File: src/common/lam_pkg.sv
package lam_pkg;
   localparam int NCH = 4;
   localparam int AW  = 8;
   // Register byte offsets.
   localparam logic [7:0] A_MCTRL   = 8'h00;
   localparam logic [7:0] A_MSTAT   = 8'h04;
   localparam logic [7:0] A_COMM    = 8'h08;
   localparam logic [7:0] A_OUT     = 8'h0C;
   localparam logic [3:0] A_CH_FIRST = 4'h1;
   localparam logic [3:0] A_CH_LAST  = 4'h4;
   localparam logic [3:0] A_CH_STAT  = 4'h5;
   localparam logic [1:0] F_CFG = 2'h0;
   localparam logic [1:0] F_HI  = 2'h1;
   localparam logic [1:0] F_LO  = 2'h2;
   localparam logic [1:0] F_DB  = 2'h3;
   // Field positions.
   localparam int MCTRL_SRST_B  = 0;
   localparam int MCTRL_WDEN_B  = 1;
   localparam int MCTRL_WDT_LSB = 16;
   localparam int MSTAT_LIM_B   = 0;
   localparam int MSTAT_WDTO_B  = 1;
   localparam int MSTAT_DEF_B   = 2;
   localparam int COMM_PAR_LSB  = 8;
   localparam int COMM_BAUD_LSB = 12;
   localparam int OUT_CLR_LSB   = 4;
   localparam int CST_LO_B      = 1;
   localparam int CST_ALM_B     = 2;
   localparam int CST_VAL_LSB   = 16;
   // Reset values; the input span is +/-20000 counts for +/-100 percent.
   localparam logic signed [15:0] SPAN_MAX = 16'sh4E20;
   localparam logic signed [15:0] SPAN_MIN = -16'sh4E20;
   localparam logic signed [15:0] DB_RST   = 16'sh0000;
   localparam logic [7:0]  DEF_ADDR     = 8'hF7;
   localparam logic [16:0] DEF_BAUD     = 17'h02580;
   localparam logic [1:0]  DEF_PARITY   = 2'h0;
   localparam logic [7:0]  NV_ADDR_RST  = 8'h01;
   localparam logic [16:0] NV_BAUD_RST  = 17'h02580;
   localparam logic [1:0]  NV_PAR_RST   = 2'h0;
   localparam logic [15:0] WDT_RST      = 16'h0000;
   localparam logic [1:0]  RESP_OK      = 2'h0;
   localparam logic [1:0]  RESP_SLVERR  = 2'h2;
   // Timing.
   localparam int CLK_PERIOD_NS = 10;
   localparam int SEC_NS        = 1_000_000_000;
   localparam int SEC_CYC       = SEC_NS / CLK_PERIOD_NS;

   typedef struct packed {
      logic               hi_en;
      logic               lo_en;
      logic               failsafe;
      logic               wd_val;
      logic signed [15:0] hi;
      logic signed [15:0] lo;
      logic signed [15:0] db;
   } lam_ch_cfg_s;

   typedef struct packed {
      logic hi_flag;
      logic lo_flag;
      logic alarm;
      logic enter;
   } lam_ch_st_s;
endpackage

File: src/core/lam_wdog.sv
`timescale 1ns/1ps
module lam_wdog #(
   parameter int SEC_CYC = lam_pkg::SEC_CYC
) (
   input  wire logic        clk,
   input  wire logic        rst_n,
   input  wire logic        srst,
   input  wire logic [15:0] timeout_s,
   input  wire logic        io_access,
   output logic             timed_out
);
   import lam_pkg::*;
   logic [31:0] pre_r;
   logic [15:0] sec_r;
   logic        sec_tick;
   logic        timed_out_r;

   assign sec_tick  = (pre_r == 32'(SEC_CYC - 1));
   assign timed_out = timed_out_r;

   always_ff @(posedge clk or negedge rst_n) begin
      if (!rst_n) begin
         pre_r <= '0;
      end else if (srst || io_access || sec_tick) begin
         pre_r <= '0;
      end else begin
         pre_r <= pre_r + 32'h1;
      end
   end

   always_ff @(posedge clk or negedge rst_n) begin
      if (!rst_n) begin
         sec_r <= '0;
      end else if (srst || io_access) begin
         sec_r <= '0;
      end else if (sec_tick && sec_r != 16'hFFFF) begin
         sec_r <= sec_r + 16'h1;
      end
   end

   always_ff @(posedge clk or negedge rst_n) begin
      if (!rst_n) begin
         timed_out_r <= 1'b0;
      end else if (srst || io_access || timeout_s == 16'h0) begin
         timed_out_r <= 1'b0;
      end else if (sec_tick && sec_r + 16'h1 >= timeout_s) begin
         timed_out_r <= 1'b1;
      end
   end

   a_wd_fires: assert property (@(posedge clk) disable iff (!rst_n)
      !srst && !io_access && timeout_s != 16'h0 && sec_tick && sec_r + 16'h1 == timeout_s |=> timed_out)
      else $error("watchdog did not fire at its timeout");
   a_wd_restart: assert property (@(posedge clk) disable iff (!rst_n)
      io_access |=> !timed_out && sec_r == 16'h0)
      else $error("host access did not restart the watchdog");
endmodule

File: src/core/lam_chan.sv
`timescale 1ns/1ps
module lam_chan (
   input  wire logic                clk,
   input  wire logic                rst_n,
   input  wire logic                srst,
   input  wire lam_pkg::lam_ch_cfg_s cfg,
   input  wire logic signed [15:0]  in_value,
   input  wire logic                scan,
   input  wire logic                wd_to,
   input  wire logic                cmd_set,
   input  wire logic                cmd_clr,
   output logic                     out_on,
   output logic                     led,
   output lam_pkg::lam_ch_st_s      st
);
   import lam_pkg::*;
   logic signed [17:0] v, hi, lo, hi_rel, lo_rel;
   logic hi_alm_r, lo_alm_r, hi_nxt, lo_nxt, in_db, in_db_r, alm_en, alarm_nxt, alarm_r, out_r;

   // Wide arithmetic keeps limit minus deadband from wrapping at the span ends.
   assign v      = 18'(in_value);
   assign hi     = 18'(cfg.hi);
   assign lo     = 18'(cfg.lo);
   assign hi_rel = hi - 18'(cfg.db);
   assign lo_rel = lo + 18'(cfg.db);
   assign alm_en = cfg.hi_en | cfg.lo_en;

   // Limit comparison runs whether or not the output is alarm enabled.
   always_comb begin
      hi_nxt = hi_alm_r;
      lo_nxt = lo_alm_r;
      if (v >= hi) begin
         hi_nxt = 1'b1;
      end else if (v <= hi_rel) begin
         hi_nxt = 1'b0;
      end
      if (v <= lo) begin
         lo_nxt = 1'b1;
      end else if (v >= lo_rel) begin
         lo_nxt = 1'b0;
      end
      in_db = (cfg.hi_en && v < hi && v > hi_rel) || (cfg.lo_en && v > lo && v < lo_rel);
      alarm_nxt = (cfg.hi_en & hi_nxt) | (cfg.lo_en & lo_nxt);
   end

   always_ff @(posedge clk or negedge rst_n) begin
      if (!rst_n) begin
         hi_alm_r <= 1'b0;
         lo_alm_r <= 1'b0;
         alarm_r  <= 1'b0;
         in_db_r  <= 1'b0;
      end else if (srst) begin
         hi_alm_r <= 1'b0;
         lo_alm_r <= 1'b0;
         alarm_r  <= 1'b0;
         in_db_r  <= 1'b0;
      end else if (scan) begin
         hi_alm_r <= hi_nxt;
         lo_alm_r <= lo_nxt;
         alarm_r  <= alarm_nxt;
         in_db_r  <= in_db;
      end
   end

   // Watchdog forcing, then alarm re-drive on each scan outside the deadband, then direct commands.
   always_ff @(posedge clk or negedge rst_n) begin
      if (!rst_n) begin
         out_r <= 1'b0;
      end else if (srst) begin
         out_r <= 1'b0;
      end else if (wd_to) begin
         out_r <= cfg.wd_val;
      end else if (alm_en && scan && !in_db) begin
         out_r <= alarm_nxt ^ cfg.failsafe;
      end else if (!alm_en || in_db_r) begin
         if (cmd_set) begin
            out_r <= 1'b1;
         end else if (cmd_clr) begin
            out_r <= 1'b0;
         end
      end
   end

   assign out_on     = out_r;
   assign led        = alarm_r & alm_en;
   assign st.hi_flag = hi_alm_r;
   assign st.lo_flag = lo_alm_r;
   assign st.alarm   = alarm_r;
   assign st.enter   = scan && !srst && alarm_nxt && !alarm_r;

   a_wd_force: assert property (@(posedge clk) disable iff (!rst_n)
      wd_to && !srst |=> out_on == $past(cfg.wd_val))
      else $error("watchdog did not force the output");
   a_alarm_drive: assert property (@(posedge clk) disable iff (!rst_n)
      !srst && !wd_to && alm_en && scan && !in_db |=> out_on == ($past(alarm_nxt) ^ $past(cfg.failsafe)))
      else $error("alarm scan did not re-drive the output");
   a_hi_trip: assert property (@(posedge clk) disable iff (!rst_n)
      !srst && scan && v >= hi |=> st.hi_flag)
      else $error("high limit not flagged");
   a_lo_trip: assert property (@(posedge clk) disable iff (!rst_n)
      !srst && scan && v <= lo |=> st.lo_flag)
      else $error("low limit not flagged");
   a_direct_block: assert property (@(posedge clk) disable iff (!rst_n)
      !srst && !wd_to && alm_en && !scan && !in_db_r |=> out_on == $past(out_on))
      else $error("direct command moved an alarm controlled output");
endmodule

File: src/core/lam_top.sv
// Local design decisions: the register addresses and register access over AXI4-Lite.
`timescale 1ns/1ps
// Function
// - Hi/lo alarm enables hand output to alarms.
// - Rising input at or above high trips.
// - Falling input at or below low trips.
// - Alarm clears only past limit by deadband.
// - Limits and deadband span full input range.
// - Failsafe mode turns output off in alarm.
// - Non-failsafe turns output on in alarm.
// - Every scan re-drives alarm enabled outputs; here scans inside deadband do not.
// - Inside deadband, direct commands take effect.
// - Any alarm entry sets global flag.
// - Per-channel high and low limit flags.
// - Status indicator shows output in alarm.
// - Watchdog timeout forces configured output value.
// - Priority: watchdog, then alarm, then direct.
// - Clearing timeout keeps forced value, returns control.
// - Any host access restarts the watchdog.
// - Direct set/clear only when not overridden.
// - Values are signed, +/-20000 full span.
// - Commanded reset equals power-on reset.
// - After reset leave default comm mode.
// - Configuration retained and readable back.
// - Watchdog in seconds, zero disables it.
// - Limits always compared, default range endpoints.
// - Default mode uses 9600, 247, no parity.
module lam_top #(
   parameter int NCH     = lam_pkg::NCH,
   parameter int SEC_CYC = lam_pkg::SEC_CYC
) (
   input  wire logic                       clk,
   input  wire logic                       rst_n,
   input  wire logic [lam_pkg::AW-1:0]     s_axi_awaddr,
   input  wire logic                       s_axi_awvalid,
   output logic                            s_axi_awready,
   input  wire logic [31:0]                s_axi_wdata,
   input  wire logic [3:0]                 s_axi_wstrb,
   input  wire logic                       s_axi_wvalid,
   output logic                            s_axi_wready,
   output logic [1:0]                      s_axi_bresp,
   output logic                            s_axi_bvalid,
   input  wire logic                       s_axi_bready,
   input  wire logic [lam_pkg::AW-1:0]     s_axi_araddr,
   input  wire logic                       s_axi_arvalid,
   output logic                            s_axi_arready,
   output logic [31:0]                     s_axi_rdata,
   output logic [1:0]                      s_axi_rresp,
   output logic                            s_axi_rvalid,
   input  wire logic                       s_axi_rready,
   input  wire logic [NCH-1:0][15:0]       in_value,
   input  wire logic                       in_scan,
   input  wire logic                       default_sw,
   output logic [NCH-1:0]                  out_on,
   output logic [NCH-1:0]                  out_led,
   output logic [7:0]                      comm_addr,
   output logic [16:0]                     comm_baud,
   output logic [1:0]                      comm_parity,
   output logic                            default_mode
);
   import lam_pkg::*;
   lam_ch_cfg_s        cfg_r [NCH];
   lam_ch_st_s         st [NCH];
   logic [15:0]        wdt_r;
   logic               wden_r, soft_rst_r, gflag_r, boot_r, def_r, wd_to;
   logic [7:0]         addr_r;
   logic [16:0]        baud_r;
   logic [1:0]         par_r;
   logic [NCH-1:0]     set_r, clr_r, wd_out, enter;
   logic [AW-1:0]      awaddr_r;
   logic [31:0]        wdata_r, rdata_r;
   logic [3:0]         wstrb_r;
   logic               aw_ok_r, w_ok_r, bvalid_r, rvalid_r, do_wr, io_access;
   logic [1:0]         bresp_r, rresp_r;

   function automatic logic [31:0] merge(input logic [31:0] old, input logic [31:0] d, input logic [3:0] s);
      logic [31:0] r;
      r = old;
      for (int b = 0; b < 4; b++) begin
         if (s[b]) begin
            r[b*8 +: 8] = d[b*8 +: 8];
         end
      end
      return r;
   endfunction

   function automatic logic mapped(input logic [AW-1:0] a, input logic rd);
      logic ok;
      ok = (a[1:0] == 2'h0) &&
           (a == A_MCTRL || a == A_MSTAT || a == A_COMM || a == A_OUT ||
            (a[7:4] >= A_CH_FIRST && a[7:4] <= A_CH_LAST) ||
            (rd && a[7:4] == A_CH_STAT && int'(a[3:2]) < NCH));
      return ok;
   endfunction

   // AXI4-Lite write: address and data are taken independently, answered together.
   assign s_axi_awready = !aw_ok_r && !bvalid_r;
   assign s_axi_wready  = !w_ok_r && !bvalid_r;
   assign do_wr         = aw_ok_r && w_ok_r && !bvalid_r;
   assign s_axi_bvalid  = bvalid_r;
   assign s_axi_bresp   = bresp_r;
   assign s_axi_arready = !rvalid_r;
   assign s_axi_rvalid  = rvalid_r;
   assign s_axi_rdata   = rdata_r;
   assign s_axi_rresp   = rresp_r;
   assign io_access     = (s_axi_awvalid && s_axi_awready) || (s_axi_arvalid && s_axi_arready);

   always_ff @(posedge clk or negedge rst_n) begin
      if (!rst_n) begin
         aw_ok_r  <= 1'b0;
         w_ok_r   <= 1'b0;
         awaddr_r <= '0;
         wdata_r  <= '0;
         wstrb_r  <= '0;
      end else begin
         if (s_axi_awvalid && s_axi_awready) begin
            aw_ok_r  <= 1'b1;
            awaddr_r <= s_axi_awaddr;
         end else if (do_wr) begin
            aw_ok_r <= 1'b0;
         end
         if (s_axi_wvalid && s_axi_wready) begin
            w_ok_r  <= 1'b1;
            wdata_r <= s_axi_wdata;
            wstrb_r <= s_axi_wstrb;
         end else if (do_wr) begin
            w_ok_r <= 1'b0;
         end
      end
   end

   always_ff @(posedge clk or negedge rst_n) begin
      if (!rst_n) begin
         bvalid_r <= 1'b0;
         bresp_r  <= RESP_OK;
      end else if (do_wr) begin
         bvalid_r <= 1'b1;
         bresp_r  <= mapped(awaddr_r, 1'b0) ? RESP_OK : RESP_SLVERR;
      end else if (s_axi_bready) begin
         bvalid_r <= 1'b0;
      end
   end

   // Configuration survives a commanded reset, as nonvolatile storage would.
   always_ff @(posedge clk or negedge rst_n) begin
      if (!rst_n) begin
         wdt_r  <= WDT_RST;
         wden_r <= 1'b0;
         addr_r <= NV_ADDR_RST;
         baud_r <= NV_BAUD_RST;
         par_r  <= NV_PAR_RST;
         for (int c = 0; c < NCH; c++) begin
            cfg_r[c] <= '{hi_en: 1'b0, lo_en: 1'b0, failsafe: 1'b0, wd_val: 1'b0,
                          hi: SPAN_MAX, lo: SPAN_MIN, db: DB_RST};
         end
      end else if (do_wr) begin
         if (awaddr_r == A_MCTRL) begin
            wdt_r  <= 16'(merge({wdt_r, 14'h0, wden_r, 1'b0}, wdata_r, wstrb_r) >> MCTRL_WDT_LSB);
            wden_r <= 1'(merge({wdt_r, 14'h0, wden_r, 1'b0}, wdata_r, wstrb_r) >> MCTRL_WDEN_B);
         end
         if (awaddr_r == A_COMM) begin
            addr_r <= 8'(merge({3'h0, baud_r, 2'h0, par_r, addr_r}, wdata_r, wstrb_r));
            par_r  <= 2'(merge({3'h0, baud_r, 2'h0, par_r, addr_r}, wdata_r, wstrb_r) >> COMM_PAR_LSB);
            baud_r <= 17'(merge({3'h0, baud_r, 2'h0, par_r, addr_r}, wdata_r, wstrb_r) >> COMM_BAUD_LSB);
         end
         for (int c = 0; c < NCH; c++) begin
            if (awaddr_r[7:4] == 4'(c + 1) && awaddr_r[1:0] == 2'h0) begin
               case (awaddr_r[3:2])
                  F_CFG: {cfg_r[c].wd_val, cfg_r[c].failsafe, cfg_r[c].lo_en, cfg_r[c].hi_en} <=
                            4'(merge({28'h0, cfg_r[c].wd_val, cfg_r[c].failsafe, cfg_r[c].lo_en, cfg_r[c].hi_en},
                                  wdata_r, wstrb_r));
                  F_HI:  cfg_r[c].hi <= 16'(merge({16'h0, cfg_r[c].hi}, wdata_r, wstrb_r));
                  F_LO:  cfg_r[c].lo <= 16'(merge({16'h0, cfg_r[c].lo}, wdata_r, wstrb_r));
                  F_DB:  cfg_r[c].db <= 16'(merge({16'h0, cfg_r[c].db}, wdata_r, wstrb_r));
                  default: cfg_r[c].db <= cfg_r[c].db;
               endcase
            end
         end
      end
   end

   // Commands that act for one cycle: module reset and direct output set/clear.
   always_ff @(posedge clk or negedge rst_n) begin
      if (!rst_n) begin
         soft_rst_r <= 1'b0;
         set_r      <= '0;
         clr_r      <= '0;
      end else begin
         soft_rst_r <= do_wr && awaddr_r == A_MCTRL && wstrb_r[0] && wdata_r[MCTRL_SRST_B];
         set_r      <= (do_wr && awaddr_r == A_OUT && wstrb_r[0]) ? wdata_r[NCH-1:0] : '0;
         clr_r      <= (do_wr && awaddr_r == A_OUT && wstrb_r[0]) ? wdata_r[OUT_CLR_LSB +: NCH] : '0;
      end
   end

   // The default mode strap is caught on the first cycle after each rst_n release; a commanded reset leaves default mode.
   always_ff @(posedge clk or negedge rst_n) begin
      if (!rst_n) begin
         boot_r <= 1'b1;
         def_r  <= 1'b0;
      end else begin
         boot_r <= 1'b0;
         if (soft_rst_r) begin
            def_r <= 1'b0;
         end else if (boot_r) begin
            def_r <= default_sw;
         end
      end
   end

   assign default_mode = def_r;
   assign comm_addr    = def_r ? DEF_ADDR : addr_r;
   assign comm_baud    = def_r ? DEF_BAUD : baud_r;
   assign comm_parity  = def_r ? DEF_PARITY : par_r;

   // Global limit flag: write one to clear, a new alarm entry wins over the clear.
   always_ff @(posedge clk or negedge rst_n) begin
      if (!rst_n) begin
         gflag_r <= 1'b0;
      end else if (soft_rst_r) begin
         gflag_r <= 1'b0;
      end else if (|enter) begin
         gflag_r <= 1'b1;
      end else if (do_wr && awaddr_r == A_MSTAT && wstrb_r[0] && wdata_r[MSTAT_LIM_B]) begin
         gflag_r <= 1'b0;
      end
   end

   always_ff @(posedge clk or negedge rst_n) begin
      if (!rst_n) begin
         rvalid_r <= 1'b0;
         rdata_r  <= '0;
         rresp_r  <= RESP_OK;
      end else if (s_axi_arvalid && s_axi_arready) begin
         rvalid_r <= 1'b1;
         rresp_r  <= mapped(s_axi_araddr, 1'b1) ? RESP_OK : RESP_SLVERR;
         rdata_r  <= '0;
         case (s_axi_araddr)
            A_MCTRL: rdata_r <= {wdt_r, 14'h0, wden_r, 1'b0};
            A_MSTAT: rdata_r <= {29'h0, def_r, wd_to, gflag_r};
            A_COMM:  rdata_r <= {3'h0, baud_r, 2'h0, par_r, addr_r};
            A_OUT:   rdata_r <= 32'(out_on);
            default: begin
               for (int c = 0; c < NCH; c++) begin
                  if (s_axi_araddr[7:4] == 4'(c + 1) && s_axi_araddr[1:0] == 2'h0) begin
                     case (s_axi_araddr[3:2])
                        F_CFG:   rdata_r <= {28'h0, cfg_r[c].wd_val, cfg_r[c].failsafe, cfg_r[c].lo_en,
                                             cfg_r[c].hi_en};
                        F_HI:    rdata_r <= 32'(cfg_r[c].hi);
                        F_LO:    rdata_r <= 32'(cfg_r[c].lo);
                        default: rdata_r <= 32'(cfg_r[c].db);
                     endcase
                  end
                  if (s_axi_araddr == {A_CH_STAT, 2'(c), 2'h0}) begin
                     rdata_r <= {in_value[c], 13'h0, st[c].alarm, st[c].lo_flag, st[c].hi_flag};
                  end
               end
            end
         endcase
      end else if (s_axi_rready) begin
         rvalid_r <= 1'b0;
      end
   end

   lam_wdog #(.SEC_CYC(SEC_CYC)) u_wdog (
      .clk       (clk),
      .rst_n     (rst_n),
      .srst      (soft_rst_r),
      .timeout_s (wdt_r),
      .io_access (io_access),
      .timed_out (wd_to)
   );

   // Each channel is its own alarm and arbitration copy; forcing ends without restoring outputs.
   genvar g;
   generate
      for (g = 0; g < NCH; g++) begin : g_ch
         assign wd_out[g] = wd_to && wden_r;
         assign enter[g]  = st[g].enter;
         lam_chan u_chan (
            .clk      (clk),
            .rst_n    (rst_n),
            .srst     (soft_rst_r),
            .cfg      (cfg_r[g]),
            .in_value (in_value[g]),
            .scan     (in_scan),
            .wd_to    (wd_out[g]),
            .cmd_set  (set_r[g]),
            .cmd_clr  (clr_r[g]),
            .out_on   (out_on[g]),
            .led      (out_led[g]),
            .st       (st[g])
         );
      end
   endgenerate

   a_gflag_set: assert property (@(posedge clk) disable iff (!rst_n)
      !soft_rst_r && (|enter) |=> gflag_r)
      else $error("alarm entry did not set the global flag");
   a_soft_reset: assert property (@(posedge clk) disable iff (!rst_n)
      soft_rst_r |=> !def_r && !gflag_r && out_on == '0)
      else $error("commanded reset did not act as power-on reset");
   a_default_comm: assert property (@(posedge clk) disable iff (!rst_n)
      def_r |-> comm_addr == DEF_ADDR && comm_baud == DEF_BAUD && comm_parity == DEF_PARITY)
      else $error("default mode settings wrong");
   a_bresp_follow: assert property (@(posedge clk) disable iff (!rst_n)
      do_wr |=> s_axi_bvalid)
      else $error("write answered late");
endmodule

File: config.mk
export PLATFORM = sky130hd
export DESIGN_NAME = lam_top
export DESIGN_NICKNAME = d
export VERILOG_FILES = /design/src/common/lam_pkg.sv /design/src/core/lam_wdog.sv /design/src/core/lam_chan.sv /design/src/core/lam_top.sv
export SDC_FILE = /design/constraint.sdc
export NUM_CORES = 1
export LEC_CHECK = 0
export BUFFER_PORTS_ARGS = -buffer_cell sky130_fd_sc_hd__buf_4
export CORE_ASPECT_RATIO = 1.1
export CORE_MARGIN = 2
export CORE_UTILIZATION = 47
export DETAILED_ROUTE_END_ITERATION = 12
export GPL_TIMING_DRIVEN = 0
export HOLD_SLACK_MARGIN = 0.1
export PLACE_DENSITY_LB_ADDON = 0.12
export SLEW_MARGIN = 20
export SYNTH_ARGS = -nofsm -noshare
export SYNTH_HDL_FRONTEND = slang
export SYNTH_SLANG_ARGS = --single-unit
File: constraint.sdc
create_clock -name clk -period 5.5 [get_ports clk]
set_input_delay 0.275 -clock clk [delete_from_list [all_inputs] [get_ports clk]]
set_output_delay 0.275 -clock clk [all_outputs]
set_load 0.02 [all_outputs]
; ---- Word level (Yosys, flattened, before mapping)
; Index checks and enable logic that the tools add are counted.
; W data, S select, Z words.
[totals]
regBits = 417
input_bits = 125
out_inout_bits = 77
elab_cells = 458
[classes]
add_sub_neg = 10
magnitude_cmp = 37
eq_ne = 26
muxes = 109
n_bitwise = 24
reduce_logical = 165
[ops]
columns = operator, count
row1 = $pmux W32 S3, 4
row2 = $mux W32, 9
row3 = $pmux W32 S4, 1
row4 = $reduce_and A4 Y1, 28
row5 = $mux W1, 86
row6 = $ge A16 B16 Y1, 5
row7 = $add A16 B16 Y17, 4
row8 = $ge A16 B17 Y1, 4
row9 = $gt A16 B17 Y1, 4
row10 = $le A16 B17 Y1, 4
row11 = $lt A16 B17 Y1, 4
row12 = $sub A16 B16 Y17, 4
row13 = $gt A16 B16 Y1, 4
row14 = $le A16 B16 Y1, 4
row15 = $lt A16 B16 Y1, 4
row16 = $logic_and A1 B1 Y1, 63
row17 = $add A32 B1 Y32 const B, 1
row18 = $eq A32 B27 Y1 const B, 1
row19 = $eq A8 B4 Y1 const B, 4
row20 = $eq A8 B7 Y1 const B, 4
row21 = $mux W16, 2
row22 = $logic_or A1 B1 Y1, 21
row23 = $reduce_and A3 Y1, 7
row24 = $reduce_bool A5 Y1, 4
row25 = 26 further kinds, 95

; ---- Longest topological paths before layout
; Gate-level depths: netlist (run 1).
[logic_depth]
ltp_word = 11
ltp_mapped = 22
mapped_depth_nobuf = 22

; ---- Cells and area by module
; Synthesis (run 1) repeated with hierarchy kept, for this count alone.
[hier_totals]
hier_cells = 3530
hier_area_um2 = 33404.5
[modules_own_cells]
columns = mod, instances, cells_each, area_per_inst_um2
row1 = lam_top, 1, 1318, 16599.7
row2 = lam_chan (g_ch[0].u_chan ...), 3, 465, 3422.0
row3 = lam_chan (g_ch[1].u_chan), 1, 463, 3462.1
row4 = lam_wdog, 1, 354, 3076.7

; ---- Worst setup path after synthesis (run 1)
; No wires, ideal clock.
[synth_path]
path_type = register to register
start = register cfg_r[53] (netlist name)
end = register g_ch[2].u_chan.out_r
setup_time_ns = 0.126
t_arrival_ns = 4.054
required_time_ns = 5.374
path_slack_ns = 1.320
path_stages_with_launch = 21
n_path_buf = 0
path_cell_list = dfrtp_1 inv_1 ha_1 nor2b_1 o21a_1 o21ai_1 a211oi_1 a41o_1 o41a_1 a211o_1 a21oi_1 xnor2_1 ha_1 or4b_1 o21ai_1 o22ai_1 nand2_1 nand3_1 a22oi_2 xnor2_1 o311a_1
[synth_between]
elab_chain_len = 10
word_cells_on_any_way = 25
cone_classes = add/sub (2) / order compare (4) / mux (7) / bitwise (4) / reduce/logical (8)
[synth_lines]
columns = element, line_no
row1 = from (decl), lam_top.sv:62  ; lam_ch_cfg_s cfg_r [NCH];
row2 = "from (signal, indexed assignment)", lam_top.sv:153  ; cfg_r[c] <= '{hi_en: 1'b0, lo_en: 1'b0, failsafe: 1'b0, wd_val: 1'b0,
row3 = $sub A16 B16 Y17 or $add A16 B16 Y17 (tied branches), "lam_chan.sv:24, lam_chan.sv:25"
row4 = $le A16 B17 Y1 or $ge A16 B17 Y1 (tied branches), "lam_chan.sv:34, lam_chan.sv:39"
row5 = $mux W1 (on tied branches), "lam_chan.sv:34, lam_chan.sv:39"
row6 = $mux W1 (on tied branches), "lam_chan.sv:32, lam_chan.sv:37"
row7 = $and A1 B1 Y1, lam_chan.sv:43  ; alarm_nxt = (cfg.hi_en & hi_nxt) | (cfg.lo_en & lo_nxt);
row8 = $or A1 B1 Y1, lam_chan.sv:43
row9 = $xor A1 B1 Y1, lam_chan.sv:74  ; out_r <= alarm_nxt ^ cfg.failsafe;
row10 = $mux W1, lam_chan.sv:73  ; end else if (alm_en && scan && !in_db) begin
row11 = $mux W1, lam_chan.sv:71  ; end else if (wd_to) begin
row12 = $mux W1, lam_chan.sv:69  ; end else if (srst) begin
row13 = to (signal assigned), lam_chan.sv:72  ; out_r <= cfg.wd_val;
row14 = to (signal assigned), lam_chan.sv:74
row15 = to (decl), lam_chan.sv:18  ; logic hi_alm_r, lo_alm_r, hi_nxt, lo_nxt, in_db, in_db_r, alm_en, alarm_nxt, alarm_r, out_r;
; Parallel ways exist; a longest one is shown, timed or not.
; A chain may end at the register's enable or synchronous reset.

; ---- Final worst setup path (run 1)
[layout_path]
start = register cfg_r[104] (netlist name)
end = register gflag_r
[layout_between]
elab_chain_len = 11
word_cells_on_any_way = 17
cone_classes = add/sub (2) / order compare (2) / mux (6) / bitwise (3) / reduce/logical (4)
[layout_lines]
columns = element, line_no
row1 = $sub A16 B16 Y17 or $add A16 B16 Y17 (tied branches), "lam_chan.sv:24, lam_chan.sv:25"
row2 = $le A16 B17 Y1 or $ge A16 B17 Y1 (tied branches), "lam_chan.sv:34, lam_chan.sv:39"
row3 = $mux W1 (on tied branches), "lam_chan.sv:34, lam_chan.sv:39"
row4 = $mux W1 (on tied branches), "lam_chan.sv:32, lam_chan.sv:37"
row5 = $and A1 B1 Y1, lam_chan.sv:43
row6 = $or A1 B1 Y1 (*), lam_chan.sv:43
row7 = $logic_and A1 B1 Y1 (*) (2 in a row), lam_chan.sv:89  ; assign st.enter = scan && !srst && alarm_nxt && !alarm_r;
row8 = $reduce_or A4 Y1 (*), lam_top.sv:221  ; end else if (|enter) begin
row9 = $mux W1, lam_top.sv:221
row10 = $mux W1, lam_top.sv:219  ; end else if (soft_rst_r) begin
row11 = to (signal assigned), lam_top.sv:218  ; gflag_r <= 1'b0;
row12 = to (signal assigned), lam_top.sv:220  ; gflag_r <= 1'b0;
row13 = to (signal assigned), lam_top.sv:222  ; gflag_r <= 1'b1;
row14 = to (decl), lam_top.sv:65  ; logic wden_r, soft_rst_r, gflag_r, boot_r, def_r, wd_to;
; Mark *: on every way between the ends. The rest lies on a longest branch, timed or not.

==> flow_metrics.env, run 1 <==
export IMPL_status="finished, final reports clean"
export IMPL_grt_total_usage_pct=33.4
export IMPL_finalWirelength_mm=118
export IMPL_numCtsBuffers=48
export IMPL_antenna_found_initial=7
export IMPL_syn_area_mm2=0.0318
export IMPL_drive_gt1_share_pct=17.7
export IMPL_cts_reportedPaths_clkPinSlew_ns=0.07
export IMPL_required_ns=5.99
export IMPL_htreeDepth=2
export IMPL_finalInstanceArea_mm2=0.0367
export IMPL_yosys_area_top_type="dfrtp_1"
export IMPL_clock_skew_ns=0.0301
export IMPL_gp_congestion=1.01
export IMPL_hold_path_depth=4
export IMPL_detail_route_wl_per_cell_um=25.0
export IMPL_vias=28300
export IMPL_finalHoldViolations=0
export IMPL_rsz0062_at_grt="false"
export IMPL_cts_tree="done"
export IMPL_power_density_cell_area_mw_per_mm2=396
export IMPL_min_period_ns=5.22
export IMPL_drt_iter0_markers=2303
export IMPL_drc=0
export IMPL_synth_edf_count=0
export IMPL_finalNonFillerCells=4696
export IMPL_drv_cap=0
export IMPL_switching_power_w=0.00611
export IMPL_peakVddDrop_mv=0.646
export IMPL_path_max_fanout=4
export IMPL_drt_pass1_iterations=6
export IMPL_area_growth_pct=15.5
export IMPL_grt_pass1_wl_mm=174
export IMPL_clkSinkCount=415
export IMPL_start_util_pct=47.3
export IMPL_die_area_mm2=0.0698
export IMPL_min_from="s_axi_araddr[4]"
export IMPL_synth_top_area_share_pct=28.4
export IMPL_dieWidth_um=252
export IMPL_ant_nets=0
export IMPL_overflow=0
export IMPL_via_per_inst=6.02
export IMPL_leakagePower_nw=16.2
export IMPL_yosysWarningCount=0
export IMPL_start_kind="register"
export IMPL_root_buffer="clkbuf_16"
export IMPL_hp_class="in -> reg"
export IMPL_clkLatencyLatePin_ns=0.62
export IMPL_endpoint_kind="register"
export IMPL_fmax_ghz=0.191
export IMPL_placed_area_mm2=0.0345
export IMPL_timing_rr_end="gflag_r$_DFFE_PN0P_"
export IMPL_seq_power_share_pct=28.8
export IMPL_ff2ff_setup_slack_ns=0.28
export IMPL_ys_seq_area_share_pct=32.9
export IMPL_regToRegStartpoint="cfg_r[104]$_DFFE_PN0P_"
export IMPL_final_util_pct=54.6
export IMPL_setup_viol=0
export IMPL_synthArstFlopShare_pct=100
export IMPL_clockBufferDepth=3
export IMPL_dieHeight_um=277
export IMPL_cts_setup_buffers=0
export IMPL_comb_power_share_pct=47.6
export IMPL_synth_cell_types=104
export IMPL_num_antenna_cells=0
export IMPL_ys_flop_type="dfrtp_1"
export IMPL_maxSlewHeadroom_pct=18.0
export IMPL_core_area_mm2=0.0673
export IMPL_portBuffers=199
export IMPL_dp_hpwl_mm=93.2
export IMPL_path_class="reg -> reg"
export IMPL_worstRegToRegCells=21
export IMPL_synth_area_top_cells="dfrtp_1 (28%), ha_1 (16%), mux2_2 (8.0%)"
export IMPL_worstHoldEndpoint="s_axi_rdata[1]$_DFFE_PN0P_"
export IMPL_crit_family="compound AO/OA/AOI/OAI gates"
export IMPL_p_clk_share_pct=23.6
export IMPL_grt_max_degree=93
export IMPL_cp_data_arrival_time_ns=5.71
export IMPL_n_fill_cell=6292
export IMPL_worst_path_max_delay_cell="dfrtp_1"
export IMPL_ys_seq_elements=415
export IMPL_dp_cells=4556
export IMPL_swShare_pct=42.0
export IMPL_internal_power_w=0.00843
export IMPL_max_stage_delay_ns=0.46
export IMPL_crit_buf_inv=1
export IMPL_fin_crit_sh_pct=95.0
export IMPL_syn_inst=3483
export IMPL_grt_pass1_vias=27100
export IMPL_rows=100
export IMPL_worst_slew_pin_slew_ns=1.22
export IMPL_fin_nets=4332
export IMPL_syn_area_per_cell_um2=9.14
export IMPL_crit_chain="ha_1 -> inv_1 -> fa_1 -> nor2b_1 -> o21a_1 -> o21ai_1 -> a21oi_1 -> a41oi_1 -> a21oi_1 -> a41oi_1 -> a31oi_1 -> ha_1 -> nand4_1 -> nor3_1 -> a211o_1 -> a211o_1 -> a31oi_1 -> nor2_1 -> a211oi_2 -> o22ai_1 -> o21a_1"
export IMPL_io_pin_count=202
export IMPL_drv_slew=0
registers in the layout, summed over array words and instances, names as in the netlist, 16 cells and up:
name,count
cfg_r,208
s_axi_rdata,32
u_wdog.pre_r,32
wdata_r,32
baud_r,17
u_wdog.sec_r,16
wdt_r,16
per-layer routing:
layer	part of all wire [%]	track usage, %	routed length, um	up-vias
met4	5.0	14.4	5900	6
met3	8.0	6.97	9370	271
met2	45	53.3	53000	1126
li1	-	-	-	13200
met1	42	43.9	49300	13700
met5	0.037	0	43	-
tightest hold or removal path: cells and delay by family:
| family | cells | cell delay [ns] |
|---|---|---|
| simple gates | 1 | 0.08 |
| buf+inv | 1 | 0.12 |
| compound gates | 2 | 0.26 |
cell usage after synthesis, types with 26 or more instances:
library cell	number
a21o_1	26
a21oi_1	202
a221oi_1	38
a22oi_1	45
and3_1	32
clkbuf_1	85
dfrtp_1	361
dfstp_2	54
ha_1	410
inv_1	270
mux2_2	227
nand2_1	368
nand2b_1	32
nand3_1	118
nand4_1	43
nor2_1	170
nor2b_1	59
nor3_1	71
o21ai_0	232
o21ai_1	63
xnor2_1	62
xor2_1	74
power groups by stage:
stage	Clock [W]	Sequential, W	Combinational [W]
final	0.00343	0.00418	0.00693
after global routing	0.00358	0.00422	0.00774
after CTS	0.00346	0.00416	0.00685
after detailed placement	0	0.00421	0.00678
after global placement	0	0.00421	0.00670
after floorplan	0	0.00390	0.00477
logic make-up after synthesis:
logic type / count (synthesis) / share of synthesized area, %
mux: 268 / 10.1
buf+inv: 390 / 4.82
xor+xnor: 136 / 3.74
other cells: 1 / 0.0118
compound gates: 824 / 16.1
flops: 415 / 32.9
fa+ha+maj: 418 / 16.6
simple gates: 1031 / 15.7
placed cells by master, fill, tap and decap left out, drive strengths merged, types with 59 or more instances in the layout:
cell type / netlist / layout
ha: 410 / 410
nand2: 371 / 371
dfrtp: 361 / 361
o21ai: 296 / 296
inv: 270 / 274
buf: 34 / 238
mux2: 227 / 227
a21oi: 203 / 203
nor2: 175 / 175
clkbuf: 86 / 154
nand3: 119 / 119
nor3: 76 / 76
xor2: 74 / 74
xnor2: 62 / 62
nor2b: 59 / 59
layout make-up:
cell class	instances	area [um2]	share of cell area, %
multi-input cells	2680	19900	54.0
flip-flops and latches	415	10500	28.5
repair buffers	254	2120	5.77
clock buffers	68	1460	3.97
well taps	867	1080	2.95
inverters	270	1010	2.76
plain buffers	120	520	1.42
clock inverters	22	233	0.633
how the worst max path moves through the flow:
| stage | end | startpoint | cells past startpoint |
|---|---|---|---|
| 2_1_floorplan | g_ch[2].u_chan.out_on$_DFFE_PN0P_ | cfg_r[53]$_DFFE_PN0P_ | 20 |
| 3_3_place_gp | cfg_r[167]$_DFFE_PN0P_ | rst_n | 1 |
| 3_5_place_dp | gflag_r$_DFFE_PN0P_ | cfg_r[105]$_DFFE_PN0P_ | 21 |
| 4_1_cts | gflag_r$_DFFE_PN0P_ | cfg_r[105]$_DFFE_PN0P_ | 21 |
| 5_1_grt | gflag_r$_DFFE_PN0P_ | cfg_r[105]$_DFFE_PN0P_ | 21 |
| 6_report | gflag_r$_DFFE_PN0P_ | cfg_r[104]$_DFFE_PN0P_ | 21 |
stage by stage:
step	worst slack, ns	hold slack (ns)	setup TNS (ns)	total power [W]
floorplan	1.32	-0.0206	0	0.00866
finish	0.278	0.182	0	0.0145
CTS	0.199	0.155	0	0.0145
global placement	-0.235	0.457	-58.05	0.0109
global route	0.0230	0.193	0	0.0155
detailed placement	0.243	0.283	0	0.0110
timing repair:
action                                  CTS  global route
resized for setup                         0             2
endpoints found under the hold margin   121             0
hold buffers                             50             0
endpoints found under the setup margin    0             2
No activity file was read; power rests on OpenSTA's default activity.
==> inputs of run 2 (changes only) <==
==> constraint.sdc (replaced) <==
create_clock -name clk -period 5.63 [get_ports clk]
set_input_delay 0.2815 -clock clk [delete_from_list [all_inputs] [get_ports clk]]
set_output_delay 0.2815 -clock clk [all_outputs]
set_load 0.02 [all_outputs]
==> run 2 against run 1 <==
Compared with the run above:
- final cell count stayed put
- sequential power is 2% lower
- wire length hardly changed
- fmax is 2.8% lower
- clock skew is 0.0041 ns higher
- global-route usage stayed put
- critical endpoint unchanged
- highest routed layer unchanged
==> flow_metrics.env, run 2 (same netlist as run 1, synthesis figures left out) <==
export IMPL_cp_data_arrival_time_ns=5.86
export IMPL_portBuffers=199
export IMPL_detail_route_wl_per_cell_um=25.0
export IMPL_io_pin_count=202
export IMPL_cts_reportedPaths_clkPinSlew_ns=0.07
export IMPL_setup_worst_path_start="cfg_r[105]$_DFFE_PN0P_"
export IMPL_cp_depth=21
export IMPL_start_kind="register"
export IMPL_finalWirelength_mm=117
export IMPL_dp_cells=4556
export IMPL_final_common_cell="ha_1"
export IMPL_grt_pass1_wl_mm=174
export IMPL_finalInstanceArea_mm2=0.0367
export IMPL_grt_total_usage_pct=33.4
export IMPL_hp_class="in -> reg"
export IMPL_dp_hpwl_mm=93.2
export IMPL_worst_slew_pin_slew_ns=1.24
export IMPL_clock_skew_ns=0.0343
export IMPL_placed_area_mm2=0.0345
export IMPL_gp_congestion=1.01
export IMPL_fmax_ghz=0.186
export IMPL_clockBufferDepth=3
export IMPL_clkLatencyLatePin_ns=0.62
export IMPL_area_growth_pct=15.4
export IMPL_start_util_pct=47.3
export IMPL_post_cts_resized=0
export IMPL_fin_setup_tns_ns=0
export IMPL_ff2ff_setup_slack_ns=0.26
export IMPL_drv_cap=0
export IMPL_htreeDepth=2
export IMPL_clkSinkCount=415
export IMPL_finalHoldViolations=0
export IMPL_grt_max_degree=93
export IMPL_rsz0062_at_grt="false"
export IMPL_regToRegStartpoint="cfg_r[105]$_DFFE_PN0P_"
export IMPL_drt_iter0_markers=2357
export IMPL_worstRegToRegCells=21
export IMPL_fin_crit_sh_pct=95.4
export IMPL_vias=28200
export IMPL_peakVddDrop_mv=0.632
export IMPL_overflow=0
export IMPL_path_max_fanout=4
export IMPL_dieHeight_um=277
export IMPL_min_from="s_axi_araddr[4]"
export IMPL_regMostFlops="cfg_r"
export IMPL_crit_chain="inv_1 -> ha_1 -> nor2b_1 -> o21a_1 -> o21ai_1 -> a211oi_1 -> a41o_1 -> o21a_1 -> a41oi_1 -> nor3b_1 -> a211oi_1 -> ha_1 -> nand4_1 -> nor4_1 -> nand4_1 -> o311ai_1 -> o21ai_1 -> and3_1 -> a211oi_2 -> o22ai_1 -> o21a_1"
export IMPL_endpoint_kind="register"
export IMPL_maxSlewHeadroom_pct=16.9
export IMPL_crit_buf_inv=1
export IMPL_drt_pass1_iterations=6
export IMPL_grt_pass1_vias=27100
export IMPL_power_density_cell_area_mw_per_mm2=386
export IMPL_final_cell_mix="ha_1 (410), nand2_1 (368), dfrtp_1 (361)"
export IMPL_drv_slew=0
export IMPL_timing_rr_end="gflag_r$_DFFE_PN0P_"
export IMPL_setup_viol=0
export IMPL_rows=100
export IMPL_required_ns=6.12
export IMPL_hold_path_depth=4
export IMPL_antenna_found_initial=7
export IMPL_num_antenna_cells=0
export IMPL_final_util_pct=54.6
export IMPL_root_buffer="clkbuf_16"
export IMPL_core_area_mm2=0.0673
export IMPL_drc=0
export IMPL_min_period_ns=5.37
export IMPL_die_area_mm2=0.0698
export IMPL_numCtsBuffers=48
export IMPL_critPathMostFrequentCell="o21a_1"
export IMPL_largest_register_ff_count=208
export IMPL_max_stage_delay_ns=0.50
export IMPL_status="finished, final reports clean"
export IMPL_path_class="reg -> reg"
export IMPL_fin_nets=4332
export IMPL_leakagePower_nw=16.2
export IMPL_finalNonFillerCells=4696
export IMPL_dieWidth_um=252
export IMPL_cts_tree="done"
export IMPL_critPathCapture="gflag_r$_DFFE_PN0P_"
export IMPL_via_per_inst=6.01
export IMPL_holdWs_ns=0.197
export IMPL_drive_gt1_share_pct=17.7
export IMPL_worst_path_max_delay_cell="dfrtp_1"
export IMPL_ant_nets=0
export IMPL_crit_family="compound AO/OA/AOI/OAI gates"
==> run 2: worst reg2reg max path: stages (launching register included) <==
cell	delay (ns)
dfrtp_1	0.50
inv_1	0.17
ha_1	0.31
nor2b_1	0.13
o21a_1	0.17
o21ai_1	0.21
a211oi_1	0.14
a41o_1	0.30
o21a_1	0.22
a41oi_1	0.31
nor3b_1	0.10
a211oi_1	0.29
ha_1	0.19
nand4_1	0.13
nor4_1	0.45
nand4_1	0.21
o311ai_1	0.11
o21ai_1	0.29
and3_1	0.30
a211oi_2	0.40
o22ai_1	0.14
o21a_1	0.19
==> run 2: metrics by stage <==
step	setup WS, ns	total power [W]
floorplan	1.45	0.00846
global placement	-0.111	0.0107
detailed placement	0.373	0.0107
CTS	0.329	0.0141
global route	0.0166	0.0152
finish	0.258	0.0142
==> run 2: how the worst min path moves through the flow <==
stage / end
5_1_grt: s_axi_rdata[1]$_DFFE_PN0P_
6_report: s_axi_rdata[1]$_DFFE_PN0P_
3_3_place_gp: s_axi_rdata[0]$_DFFE_PN0P_
2_1_floorplan: addr_r[1]$_DFFE_PN0P_
4_1_cts: s_axi_rdata[1]$_DFFE_PN0P_
3_5_place_dp: u_wdog.sec_r[0]$_DFFE_PN0P_
==> run 2: power by group <==
group / switching (W) / internal (W)
registers: 0.000628 / 0.00345
logic: 0.00397 / 0.00279
clock network: 0.00136 / 0.00199
total: 0.00596 / 0.00823
==> run 2: timing repair <==
action	CTS	global route
setup buffers	0	0
hold endpoints to repair	121	0
hold buffers	50	0
==> run 2: area by class of cell <==
type                       instances  area [um2]
tap                              867        1080
multi-input combinational       2680       19800
timing repair buffer             254        2120
buffer                           120         520
clock inverter                    22         233
clock buffer                      68        1460
inverter                         270        1010
sequential                       415       10500
fill                            6295       30600
==> run 2: per-layer routing <==
layer / vias up / wire length (um) / global-route usage, %
met4: 4 / 6010 / 14.4
met5: - / 27 / 0
met3: 285 / 9430 / 6.97
li1: 13200 / - / -
met2: 1141 / 52900 / 53.3
met1: 13600 / 49100 / 43.9
